$ cat src/rtl/sff_pkg.sv
// Functional notes
// - At power-up check flash for the image signature from 0xFFFA; flag flash boot.
// - Flash interface is enabled after reset until software sets the disable bit.
// - Single fast read drives select low, sends 0x0B, 24-bit address, one dummy.
// - Single-lane data bytes are captured over eight serial clocks after the dummy.
// - After a full byte arrives, pulse ready to the processor with the byte.
// - Address equal to previous plus one keeps the burst open and reads on.
// - Any other address ends the burst by driving select high.
// - Dual reads of external data space send the programmable opcode; software loads 0x3B.
// - Dual mode address bits 23..17 are zero, bits 16..0 come from the bus.
// - Dual data bytes take four serial clocks, two bits per clock.
// - Fetch path keeps a 32-byte cache with base and length; jumps reload base.
// - Sequential bytes fill the cache; past 32 bytes the base advances.
// - A jump into the cached range is served without flash access, in one clock once any open burst has been closed.
// - Command mode has 8-byte command and response buffers and a byte length.
// - Self-clearing go bit asserts select and gives exactly length times 8 clocks.
// - Command mode stores input bits into responses after the first command byte.
// - Lengths beyond the command buffer send don't-care bytes on data out.
// - Identification read uses 0x9F, length 4; three response bytes, select released.
// - Serial rate follows a strap latched after reset; low is the slower default.
`default_nettype none

package sff_pkg;

  localparam logic [7:0] OP_FAST_READ = 8'h0B;
  localparam logic [7:0] FR_OPCODE_RST = 8'h00;
  localparam logic [7:0] DONT_CARE_BYTE = 8'hFF;
  localparam logic [16:0] BOOT_SIG_ADDR = 17'h0FFFA;
  localparam logic [16:0] EXEC_START_ADDR = 17'h00000;
  localparam logic [2:0] BOOT_SIG_LAST = 3'h5;
  // Arbitrary signature; byte k sits at BOOT_SIG_ADDR + k.
  localparam logic [5:0][7:0] IMG_SIG = 48'h69_96_3C_C3_A5_5A;

  // Fetch header: opcode, three address bytes, one dummy byte.
  localparam logic [2:0] HDR_LAST = 3'h4;
  localparam logic [5:0] CACHE_BYTES = 6'h20;
  localparam logic [3:0] BUF_BYTES = 4'h8;

  // Register byte offsets on the Avalon slave.
  localparam logic [5:0] OFF_CTRL = 6'h00;
  localparam logic [5:0] OFF_UTIL = 6'h04;
  localparam logic [5:0] OFF_FROP = 6'h08;
  localparam logic [5:0] OFF_LEN = 6'h0C;
  localparam logic [5:0] OFF_CMD0 = 6'h10;
  localparam logic [5:0] OFF_CMD1 = 6'h14;
  localparam logic [5:0] OFF_RSP0 = 6'h18;
  localparam logic [5:0] OFF_RSP1 = 6'h1C;
  localparam logic [5:0] OFF_STAT = 6'h20;

  localparam int CTRL_GO_BIT = 0;
  localparam int CTRL_DUAL_BIT = 1;
  localparam int UTIL_OFF_BIT = 0;

  // Serial clock half periods in core cycles for slow and fast strap settings.
  localparam logic [1:0] HALF_SLOW = 2'h2;
  localparam logic [1:0] HALF_FAST = 2'h1;
  localparam logic [1:0] STRAP_LATCH_CYC = 2'h3;
  localparam logic [3:0] BITS_SINGLE = 4'h8;
  localparam logic [3:0] BITS_DUAL = 4'h4;

  typedef enum logic [2:0] {
    ST_IDLE = 3'b000,
    ST_HDR = 3'b001,
    ST_DATA = 3'b010,
    ST_GAP = 3'b011,
    ST_CMD = 3'b100
  } sff_state_t;

  function automatic logic [31:0] sff_merge(input logic [31:0] old_v, input logic [31:0] new_v,
                                            input logic [3:0] be);
    logic [31:0] res;
    res = old_v;
    for (int i = 0; i < 4; i++) begin
      if (be[i]) begin
        res[8*i +: 8] = new_v[8*i +: 8];
      end
    end
    return res;
  endfunction : sff_merge

endpackage : sff_pkg

`default_nettype wire

$ cat src/rtl/sff_shift_if.sv
`default_nettype none

interface sff_shift_if;
  logic start;
  logic dual;
  logic fast;
  logic [7:0] tx;
  logic done;
  logic [7:0] rx;

  modport ctl (output start, output dual, output fast, output tx, input done, input rx);
  modport eng (input start, input dual, input fast, input tx, output done, output rx);
endinterface : sff_shift_if

`default_nettype wire

$ cat src/rtl/sff_ctrl.sv
// Design decisions made here: the address map and register access over Avalon-MM.
`default_nettype none

module sff_ctrl
  import sff_pkg::*;
(
  // Clock and reset
  input wire logic clk_i,
  input wire logic rst_b_i,
  // Avalon-MM register slave
  input wire logic [5:0] avs_address_i,
  input wire logic avs_read_i,
  input wire logic avs_write_i,
  input wire logic [31:0] avs_writedata_i,
  input wire logic [3:0] avs_byteenable_i,
  output logic [31:0] avs_readdata_o,
  output logic avs_waitrequest_o,
  // Processor fetch port
  input wire logic fetch_req_i,
  input wire logic [16:0] fetch_addr_i,
  input wire logic fetch_space_i,
  output logic fetch_ready_o,
  output logic [7:0] fetch_data_o,
  // Boot result
  output logic boot_done_o,
  output logic boot_from_flash_o,
  output logic [16:0] boot_vector_o,
  // Strap and flash pins
  input wire logic serial_rate_strap_i,
  output logic flash_select_b_o,
  output logic flash_clock_o,
  output logic flash_data_out_o,
  output logic flash_data_out_oe_o,
  input wire logic flash_data_io0_i,
  input wire logic flash_serial_in_i
);

  typedef struct packed {
    sff_state_t st;
    logic cs_b;
    logic burst;
    logic bdual;
    logic cspace;
    logic [16:0] addr;
    logic [16:0] base;
    logic [5:0] len;
    logic [31:0][7:0] cache;
    logic [2:0] hdr;
    logic [3:0] idx;
    logic wait_sh;
    logic sh_start;
    logic sh_dual;
    logic [7:0] sh_tx;
    logic rdy;
    logic [7:0] fdata;
    logic boot_act;
    logic [2:0] boot_cnt;
    logic boot_ok;
    logic img_valid;
    logic go;
    logic dual_en;
    logic flash_off;
    logic [7:0] fr_op;
    logic [3:0] xlen;
    logic [7:0][7:0] cmd;
    logic [7:0][7:0] resp;
    logic rd_ok;
    logic [31:0] rdata;
    logic strap_m;
    logic strap_s;
    logic [1:0] strap_cnt;
    logic fast;
  } sff_ctrl_state_t;

  sff_ctrl_state_t r_reg;
  sff_ctrl_state_t r_next;
  sff_shift_if sif ();

  logic strap_done;
  logic req_v;
  logic [16:0] req_addr;
  logic req_space;
  logic seq;
  logic hit;
  logic [16:0] diff;
  logic dlv;
  logic [7:0] dbyte;
  logic [3:0] resp_idx;
  logic busy;

  assign strap_done = (r_reg.strap_cnt == STRAP_LATCH_CYC);
  assign req_v = strap_done & (r_reg.boot_act | (fetch_req_i & ~r_reg.rdy));
  assign req_addr = r_reg.boot_act ? 17'(BOOT_SIG_ADDR + {14'h0000, r_reg.boot_cnt})
                                   : fetch_addr_i;
  assign req_space = r_reg.boot_act ? 1'b0 : fetch_space_i;
  assign seq = r_reg.burst & (req_space == r_reg.cspace) &
               (req_addr == 17'(r_reg.addr + 17'h00001));
  assign diff = 17'(req_addr - r_reg.base);
  assign hit = (req_space == r_reg.cspace) & (diff < {11'h000, r_reg.len});
  assign resp_idx = r_reg.idx - 4'h1;
  assign busy = r_reg.go | (r_reg.st == ST_CMD);

  always_comb begin
    r_next = r_reg;
    r_next.sh_start = 1'b0;
    r_next.rdy = 1'b0;
    dlv = 1'b0;
    dbyte = sif.rx;

    // The strap is caught once its synchroniser has filled after reset.
    r_next.strap_m = serial_rate_strap_i;
    r_next.strap_s = r_reg.strap_m;
    if (!strap_done) begin
      r_next.strap_cnt = r_reg.strap_cnt + 2'h1;
      r_next.fast = r_reg.strap_s;
    end

    // Writes land at the edge where write is seen.
    if (avs_write_i) begin
      case (avs_address_i)
        OFF_CTRL: begin
          if (avs_byteenable_i[0]) begin
            r_next.dual_en = avs_writedata_i[CTRL_DUAL_BIT];
            if (avs_writedata_i[CTRL_GO_BIT] && !r_reg.flash_off) begin
              r_next.go = 1'b1;
            end
          end
        end
        OFF_UTIL: begin
          if (avs_byteenable_i[0]) begin
            r_next.flash_off = avs_writedata_i[UTIL_OFF_BIT];
          end
        end
        OFF_FROP: begin
          if (avs_byteenable_i[0]) begin
            r_next.fr_op = avs_writedata_i[7:0];
          end
        end
        OFF_LEN: begin
          if (avs_byteenable_i[0]) begin
            r_next.xlen = avs_writedata_i[3:0];
          end
        end
        OFF_CMD0: r_next.cmd[3:0] = sff_merge(r_reg.cmd[3:0], avs_writedata_i, avs_byteenable_i);
        OFF_CMD1: r_next.cmd[7:4] = sff_merge(r_reg.cmd[7:4], avs_writedata_i, avs_byteenable_i);
        default: begin
        end
      endcase
    end

    // Reads wait one cycle: data is captured, then waitrequest drops.
    r_next.rd_ok = avs_read_i & ~r_reg.rd_ok;
    if (avs_read_i && !r_reg.rd_ok) begin
      case (avs_address_i)
        OFF_CTRL: r_next.rdata = {30'h00000000, r_reg.dual_en, r_reg.go};
        OFF_UTIL: r_next.rdata = {31'h00000000, r_reg.flash_off};
        OFF_FROP: r_next.rdata = {24'h000000, r_reg.fr_op};
        OFF_LEN: r_next.rdata = {28'h0000000, r_reg.xlen};
        OFF_CMD0: r_next.rdata = r_reg.cmd[3:0];
        OFF_CMD1: r_next.rdata = r_reg.cmd[7:4];
        OFF_RSP0: r_next.rdata = r_reg.resp[3:0];
        OFF_RSP1: r_next.rdata = r_reg.resp[7:4];
        OFF_STAT: r_next.rdata = {27'h0000000, r_reg.fast, r_reg.burst, r_reg.img_valid,
                                  ~r_reg.boot_act, busy};
        default: r_next.rdata = 32'h00000000;
      endcase
    end

    case (r_reg.st)
      ST_IDLE: begin
        if (r_reg.burst && (r_reg.flash_off || (r_reg.go && !r_reg.boot_act))) begin
          r_next.cs_b = 1'b1;
          r_next.burst = 1'b0;
          r_next.st = ST_GAP;
        end else if (r_reg.go && !r_reg.boot_act) begin
          if (r_reg.xlen == 4'h0 || r_reg.flash_off) begin
            r_next.go = 1'b0;
          end else begin
            r_next.cs_b = 1'b0;
            r_next.idx = 4'h0;
            r_next.wait_sh = 1'b0;
            r_next.st = ST_CMD;
          end
        end else if (req_v) begin
          if (r_reg.flash_off && !r_reg.boot_act) begin
            // A disabled interface still answers so that the processor cannot hang.
            dlv = 1'b1;
            dbyte = DONT_CARE_BYTE;
          end else if (seq) begin
            r_next.addr = req_addr;
            r_next.wait_sh = 1'b0;
            r_next.st = ST_DATA;
          end else if (r_reg.burst) begin
            r_next.cs_b = 1'b1;
            r_next.burst = 1'b0;
            r_next.st = ST_GAP;
          end else if (hit) begin
            dlv = 1'b1;
            dbyte = r_reg.cache[req_addr[4:0]];
          end else begin
            r_next.base = req_addr;
            r_next.len = 6'h00;
            r_next.cspace = req_space;
            r_next.addr = req_addr;
            r_next.bdual = r_reg.dual_en & req_space;
            r_next.burst = 1'b1;
            r_next.cs_b = 1'b0;
            r_next.hdr = 3'h0;
            r_next.wait_sh = 1'b0;
            r_next.st = ST_HDR;
          end
        end
      end
      ST_HDR: begin
        if (!r_reg.wait_sh) begin
          r_next.sh_start = 1'b1;
          r_next.wait_sh = 1'b1;
          r_next.sh_dual = 1'b0;
          case (r_reg.hdr)
            3'h0: r_next.sh_tx = r_reg.bdual ? r_reg.fr_op : OP_FAST_READ;
            3'h1: r_next.sh_tx = {7'h00, r_reg.addr[16]};
            3'h2: r_next.sh_tx = r_reg.addr[15:8];
            3'h3: r_next.sh_tx = r_reg.addr[7:0];
            default: r_next.sh_tx = DONT_CARE_BYTE;
          endcase
        end else if (sif.done) begin
          r_next.wait_sh = 1'b0;
          r_next.hdr = r_reg.hdr + 3'h1;
          if (r_reg.hdr == HDR_LAST) begin
            r_next.st = ST_DATA;
          end
        end
      end
      ST_DATA: begin
        if (!r_reg.wait_sh) begin
          r_next.sh_start = 1'b1;
          r_next.wait_sh = 1'b1;
          r_next.sh_dual = r_reg.bdual;
          r_next.sh_tx = DONT_CARE_BYTE;
        end else if (sif.done) begin
          r_next.wait_sh = 1'b0;
          r_next.cache[r_reg.addr[4:0]] = sif.rx;
          if (r_reg.len == CACHE_BYTES) begin
            r_next.base = 17'(r_reg.base + 17'h00001);
          end else begin
            r_next.len = r_reg.len + 6'h01;
          end
          dlv = 1'b1;
          r_next.st = ST_IDLE;
        end
      end
      ST_GAP: begin
        r_next.st = ST_IDLE;
      end
      ST_CMD: begin
        if (!r_reg.wait_sh) begin
          r_next.sh_start = 1'b1;
          r_next.wait_sh = 1'b1;
          r_next.sh_dual = 1'b0;
          r_next.sh_tx = (r_reg.idx < BUF_BYTES) ? r_reg.cmd[r_reg.idx[2:0]]
                                                 : DONT_CARE_BYTE;
        end else if (sif.done) begin
          r_next.wait_sh = 1'b0;
          if (r_reg.idx != 4'h0 && resp_idx < BUF_BYTES) begin
            r_next.resp[resp_idx[2:0]] = sif.rx;
          end
          r_next.idx = r_reg.idx + 4'h1;
          if (r_reg.idx + 4'h1 == r_reg.xlen) begin
            r_next.cs_b = 1'b1;
            r_next.go = 1'b0;
            r_next.st = ST_GAP;
          end
        end
      end
      default: begin
        r_next.cs_b = 1'b1;
        r_next.burst = 1'b0;
        r_next.st = ST_IDLE;
      end
    endcase

    if (dlv) begin
      if (r_reg.boot_act) begin
        if (dbyte != IMG_SIG[r_reg.boot_cnt]) begin
          r_next.boot_ok = 1'b0;
        end
        r_next.boot_cnt = r_reg.boot_cnt + 3'h1;
        if (r_reg.boot_cnt == BOOT_SIG_LAST) begin
          r_next.boot_act = 1'b0;
          r_next.img_valid = r_reg.boot_ok & (dbyte == IMG_SIG[r_reg.boot_cnt]);
        end
      end else begin
        r_next.rdy = 1'b1;
        r_next.fdata = dbyte;
      end
    end
  end

  always_ff @(posedge clk_i) begin
    if (!rst_b_i) begin
      r_reg <= '0;
      r_reg.cs_b <= 1'b1;
      r_reg.boot_act <= 1'b1;
      r_reg.boot_ok <= 1'b1;
      r_reg.fr_op <= FR_OPCODE_RST;
    end else begin
      r_reg <= r_next;
    end
  end

  assign sif.start = r_reg.sh_start;
  assign sif.dual = r_reg.sh_dual;
  assign sif.fast = r_reg.fast;
  assign sif.tx = r_reg.sh_tx;

  sff_shifter u_shifter (
    .clk_i(clk_i),
    .rst_b_i(rst_b_i),
    .sif(sif.eng),
    .flash_clock_o(flash_clock_o),
    .flash_data_out_o(flash_data_out_o),
    .flash_data_out_oe_o(flash_data_out_oe_o),
    .flash_data_io0_i(flash_data_io0_i),
    .flash_serial_in_i(flash_serial_in_i)
  );

  // Execution starts at the external base whether or not the signature matched.
  assign boot_vector_o = EXEC_START_ADDR;
  assign boot_done_o = ~r_reg.boot_act;
  assign boot_from_flash_o = r_reg.img_valid;
  assign fetch_ready_o = r_reg.rdy;
  assign fetch_data_o = r_reg.fdata;
  assign flash_select_b_o = r_reg.cs_b;
  assign avs_readdata_o = r_reg.rdata;
  assign avs_waitrequest_o = avs_read_i & ~r_reg.rd_ok;

endmodule : sff_ctrl

`default_nettype wire

$ cat src/rtl/sff_shifter.sv
`default_nettype none

module sff_shifter
  import sff_pkg::*;
(
  // Clock and reset
  input wire logic clk_i,
  input wire logic rst_b_i,
  // Byte request from the controller
  sff_shift_if.eng sif,
  // Flash pins
  output logic flash_clock_o,
  output logic flash_data_out_o,
  output logic flash_data_out_oe_o,
  input wire logic flash_data_io0_i,
  input wire logic flash_serial_in_i
);

  typedef struct packed {
    logic busy;
    logic done;
    logic dual;
    logic sck;
    logic [1:0] div;
    logic [3:0] bits;
    logic [7:0] sh;
    logic [7:0] rx;
    logic mosi;
    logic oe;
    logic si_m;
    logic si_s;
    logic io0_m;
    logic io0_s;
  } sff_shift_state_t;

  sff_shift_state_t r_reg;
  sff_shift_state_t r_next;
  logic [1:0] half;

  assign half = sif.fast ? HALF_FAST : HALF_SLOW;

  // Pins are read at the falling edge; only at the slow strap setting does the synchroniser then hold the low-phase value.
  always_comb begin
    r_next = r_reg;
    r_next.done = 1'b0;
    r_next.si_m = flash_serial_in_i;
    r_next.si_s = r_reg.si_m;
    r_next.io0_m = flash_data_io0_i;
    r_next.io0_s = r_reg.io0_m;
    if (sif.start) begin
      r_next.busy = 1'b1;
      r_next.dual = sif.dual;
      r_next.sh = sif.tx;
      r_next.bits = sif.dual ? BITS_DUAL : BITS_SINGLE;
      r_next.sck = 1'b0;
      r_next.div = half - 2'h1;
      r_next.mosi = sif.tx[7];
      r_next.oe = ~sif.dual;
    end else if (r_reg.busy) begin
      if (r_reg.div != 2'h0) begin
        r_next.div = r_reg.div - 2'h1;
      end else begin
        r_next.div = half - 2'h1;
        if (!r_reg.sck) begin
          r_next.sck = 1'b1;
        end else begin
          r_next.sck = 1'b0;
          if (r_reg.dual) begin
            r_next.rx = {r_reg.rx[5:0], r_reg.si_s, r_reg.io0_s};
          end else begin
            r_next.rx = {r_reg.rx[6:0], r_reg.si_s};
          end
          r_next.sh = {r_reg.sh[6:0], 1'b0};
          r_next.bits = r_reg.bits - 4'h1;
          r_next.mosi = r_reg.sh[6];
          if (r_reg.bits == 4'h1) begin
            r_next.busy = 1'b0;
            r_next.done = 1'b1;
            r_next.oe = 1'b1;
          end
        end
      end
    end
  end

  always_ff @(posedge clk_i) begin
    if (!rst_b_i) begin
      r_reg <= '0;
      r_reg.mosi <= 1'b1;
      r_reg.oe <= 1'b1;
    end else begin
      r_reg <= r_next;
    end
  end

  assign sif.done = r_reg.done;
  assign sif.rx = r_reg.rx;
  assign flash_clock_o = r_reg.sck;
  assign flash_data_out_o = r_reg.mosi;
  assign flash_data_out_oe_o = r_reg.oe;

endmodule : sff_shifter

`default_nettype wire

$ cat config.mk
export PLATFORM = sky130hd
export DESIGN_NAME = sff_ctrl
export DESIGN_NICKNAME = d
export VERILOG_FILES = /design/src/rtl/sff_pkg.sv /design/src/rtl/sff_shift_if.sv /design/src/rtl/sff_ctrl.sv /design/src/rtl/sff_shifter.sv
export SDC_FILE = /design/constraint.sdc
export NUM_CORES = 2
export LEC_CHECK = 0
export ABC_CLOCK_PERIOD_IN_PS = 7700
export BUFFER_PORTS_ARGS = -buffer_cell sky130_fd_sc_hd__buf_4
export CAP_MARGIN = 20
export CORE_MARGIN = 3
export CORE_UTILIZATION = 30
export CTS_CLUSTER_SIZE = 40
export DETAILED_ROUTE_END_ITERATION = 10
export HOLD_SLACK_MARGIN = 0.1
export PLACE_DENSITY = 0.43
export SETUP_SLACK_MARGIN = 0.4
export SLEW_MARGIN = 20
export SYNTH_ARGS = -nofsm -noshare
export SYNTH_HDL_FRONTEND = slang
export SYNTH_HIERARCHICAL = 1
export SYNTH_SLANG_ARGS = --single-unit
$ cat constraint.sdc
create_clock -name clk_i -period 7.7 [get_ports clk_i]
set_input_delay 0.77 -clock clk_i [delete_from_list [all_inputs] [get_ports clk_i]]
set_output_delay 0.77 -clock clk_i [all_outputs]
set_load 0.01 [all_outputs]
==> results.toml <==
[setup_path]
arrival_ns = 6.55
reg2reg_slack_ns = 1.67
slowest_stage = "nor3_1"
end_kind = "register"
path_buf_inv = 3
start_kind = "register"
crit_type = "reg2reg"
cp_cell_sequence = "ha_1 -> nor2b_1 -> buf_4 -> nor2_1 -> inv_1 -> buf_4 -> ha_1 -> o211ai_1 -> a21oi_1 -> nor2_1 -> xnor2_1 -> ha_1 -> or4b_1 -> nor4_1 -> and4b_1 -> nand3_1 -> nor3_1 -> a31oi_1 -> or4b_1 -> o31ai_1"
crit_required_ns = 8.22
crit_family = "simple AND/OR/NAND/NOR gates"
cpPeakStageDelay_ns = 0.71
critPathMaxFanout = 14
critical_path.most_common_cell = "ha_1"

[routing]
drt_first_pass_iters = 7
wirelength_um = 106000
drc = 0
ant_nets = 0
top_layer = "met4"
drtIter0Drc = 2065
wl_met3_um = 5020
dr_total_vias = 25000
route.met2.wl_um = 48700
wl_per_cell_um = 22.5
avgViaCountPerCell = 5.30
wl_met1_um = 50000

[layout]
nets = 3537
areaGrowthSynthToFinish_pct = 13.3
fillers = 9939
instances_no_fill = 4726
drive_gt1_share_pct = 11.3
layout_common_cells = "nand2_1, dfxtp_1, a21oi_1, nor2_1, nand3_1"
largest_reg_flops = 462
layout_commonest_cell = "nand2_1"
diodes = 0

[timing]
drv_slew = 0
relSlewSlack_pct = 25.5
tightestPinTransition_ns = 1.11
hold_violations = 0
clock_skew_ns = 0.0235
final.min_clock_period_ns = 6.03
fin_tns_setup_ns = 0
finalCritPeriodShare_pct = 78.3
setup_viol = 0
rsz0062_at_grt = "no"
fmax_ghz = 0.166

[floorplanning]
ios = 133
die_area_sq_mm = 0.0979
initial_utilization_pct = 30.6
die_x_um = 313
rows = 111
die_h_um = 313
core_sq_mm = 0.0925

[logic_synthesis]
synth_edf_count = 0
yosysSeqAreaShare_pct = 39.4
ys_warn_count = 6
synth_seq_cells = 556
yosysUniqueCellTypes = 94
syn_inst = 3504
synthArstFlopShare_pct = 0
avgSynthCellArea_sq_um = 8.07
synth_area_sq_mm = 0.0283
synth_ff_type = "dfxtp_1"

[placed_design]
routabilityCongestion = 0.853
dpl.cell_count = 4599
io_buffer_count = 115
dp_hpwl_um = 69500

[clock_tree]
cts-htree-levels = 3
numCtsBuffers = 69
post-cts-setup-buffer-count = 0
root_buffer = "clkbuf_16"
clkSlewWorstSetupHoldPaths_ns = 0.06
post_cts_resized = 0
cts_sinks = 556
hold_buffers = 0
cts_buffer_depth = 3
cts_tree = "built"
insertion_delay_ns = 0.62

[global_routing]
grt-ovfl-total = 0
antenna_found_initial = 1
grt_first_pass_wirelength_um = 159000
grt_usage_pct = 21.1
first_global_vias = 23900
grt_max_degree = 164

[power_and_ir_drop]
p_leak_nw = 11.5
max-vdd-ir-drop_mv = 0.122
powerDensity_mw_per_mm2 = 221

[status]
status = "completed"

[job]
maxCapViolations = 0

[worst_hold_path]
hold_class = "in2reg"
## stage by stage
step	setup WS [ns]	utilization [%]	power, mW	hold slack [ns]	cell area [sq um]
after floorplan	2.31	-	3.51	0.412	28300
after global placement	1.97	32.1	3.75	0.421	29700
after detailed placement	1.77	32.1	3.75	0.418	29700
after CTS	1.76	34.6	7.18	0.340	32000
after global routing	1.31	34.6	7.38	0.364	32000
final	1.67	34.6	7.08	0.372	32000
## logic make-up (layout without fill, tap and decap cells)
kind of cell | after synthesis | after routing | share of synthesized area, %
fa+ha+maj | 42 | 42 | 1.89
other cells | 1 | 17 | 0.0133
mux | 286 | 286 | 12.4
flops | 556 | 556 | 39.4
simple gates | 1478 | 1478 | 23.2
buf+inv | 403 | 366 | 6.52
compound gates | 684 | 684 | 14.9
xor+xnor | 54 | 54 | 1.67
## layer usage
metal | vias up | GRT usage (%)
li1 | 12000 | -
met1 | 12200 | 29.8
met2 | 600 | 33.4
met3 | 138 | 3.00
met4 | 0 | 6.25
met5 | - | 0
## Yosys cell counts, types with 15 or more instances
| library cell | number | area [sq um] |
|---|---|---|
| clkbuf_1 | 197 | 739 |
| o22ai_1 | 16 | 100 |
| ha_1 | 41 | 513 |
| a22oi_1 | 32 | 240 |
| nor2_1 | 330 | 1240 |
| buf_2 | 29 | 145 |
| mux2i_1 | 218 | 2180 |
| nor4_1 | 15 | 93.8 |
| a21oi_1 | 356 | 1780 |
| a31oi_1 | 29 | 181 |
| xnor2_1 | 44 | 385 |
| mux2_2 | 15 | 169 |
| nor2b_1 | 22 | 138 |
| and3_1 | 42 | 263 |
| nand2_1 | 607 | 2280 |
| nand3_1 | 314 | 1570 |
| and2_1 | 22 | 138 |
| o211ai_1 | 15 | 113 |
| o21ai_0 | 73 | 365 |
| inv_1 | 65 | 244 |
| nor3_1 | 42 | 210 |
| nand2b_1 | 16 | 100 |
| buf_4 | 72 | 541 |
| dfxtp_1 | 556 | 11100 |
| buf_1 | 32 | 120 |
| nand4_1 | 23 | 144 |
| mux4_2 | 48 | 1080 |
## worst paths after layout
kind	startpoint	to	cells after the start
setup / recovery	r_reg[185]	boot_from_flash_o	20
hold / removal	flash_data_io0_i	u_shifter/r_next[0]	2
setup reg to reg	r_reg[185]	boot_from_flash_o	20
hold reg to reg	r_next[3]	r_reg[3]	1
## cell type report
| class | instances | area [sq um] | share of cell area [%] |
|---|---|---|---|
| Multi-Input combinational cell | 2561 | 15400 | 48.1 |
| Sequential cell | 556 | 11100 | 34.8 |
| Clock buffer | 98 | 1980 | 6.17 |
| Tap cell | 1243 | 1560 | 4.85 |
| Timing Repair Buffer | 169 | 1290 | 4.04 |
| Clock inverter | 29 | 377 | 1.18 |
| Inverter | 70 | 273 | 0.851 |
## report_power, final
group | internal [mW] | switching, mW | leakage, nW
clock network | 2.01 | 1.38 | 1.15
registers | 2.95 | 0.0808 | 4.49
logic | 0.224 | 0.429 | 5.87
total | 5.19 | 1.89 | 11.5
Power figures use the tool's default switching activity.
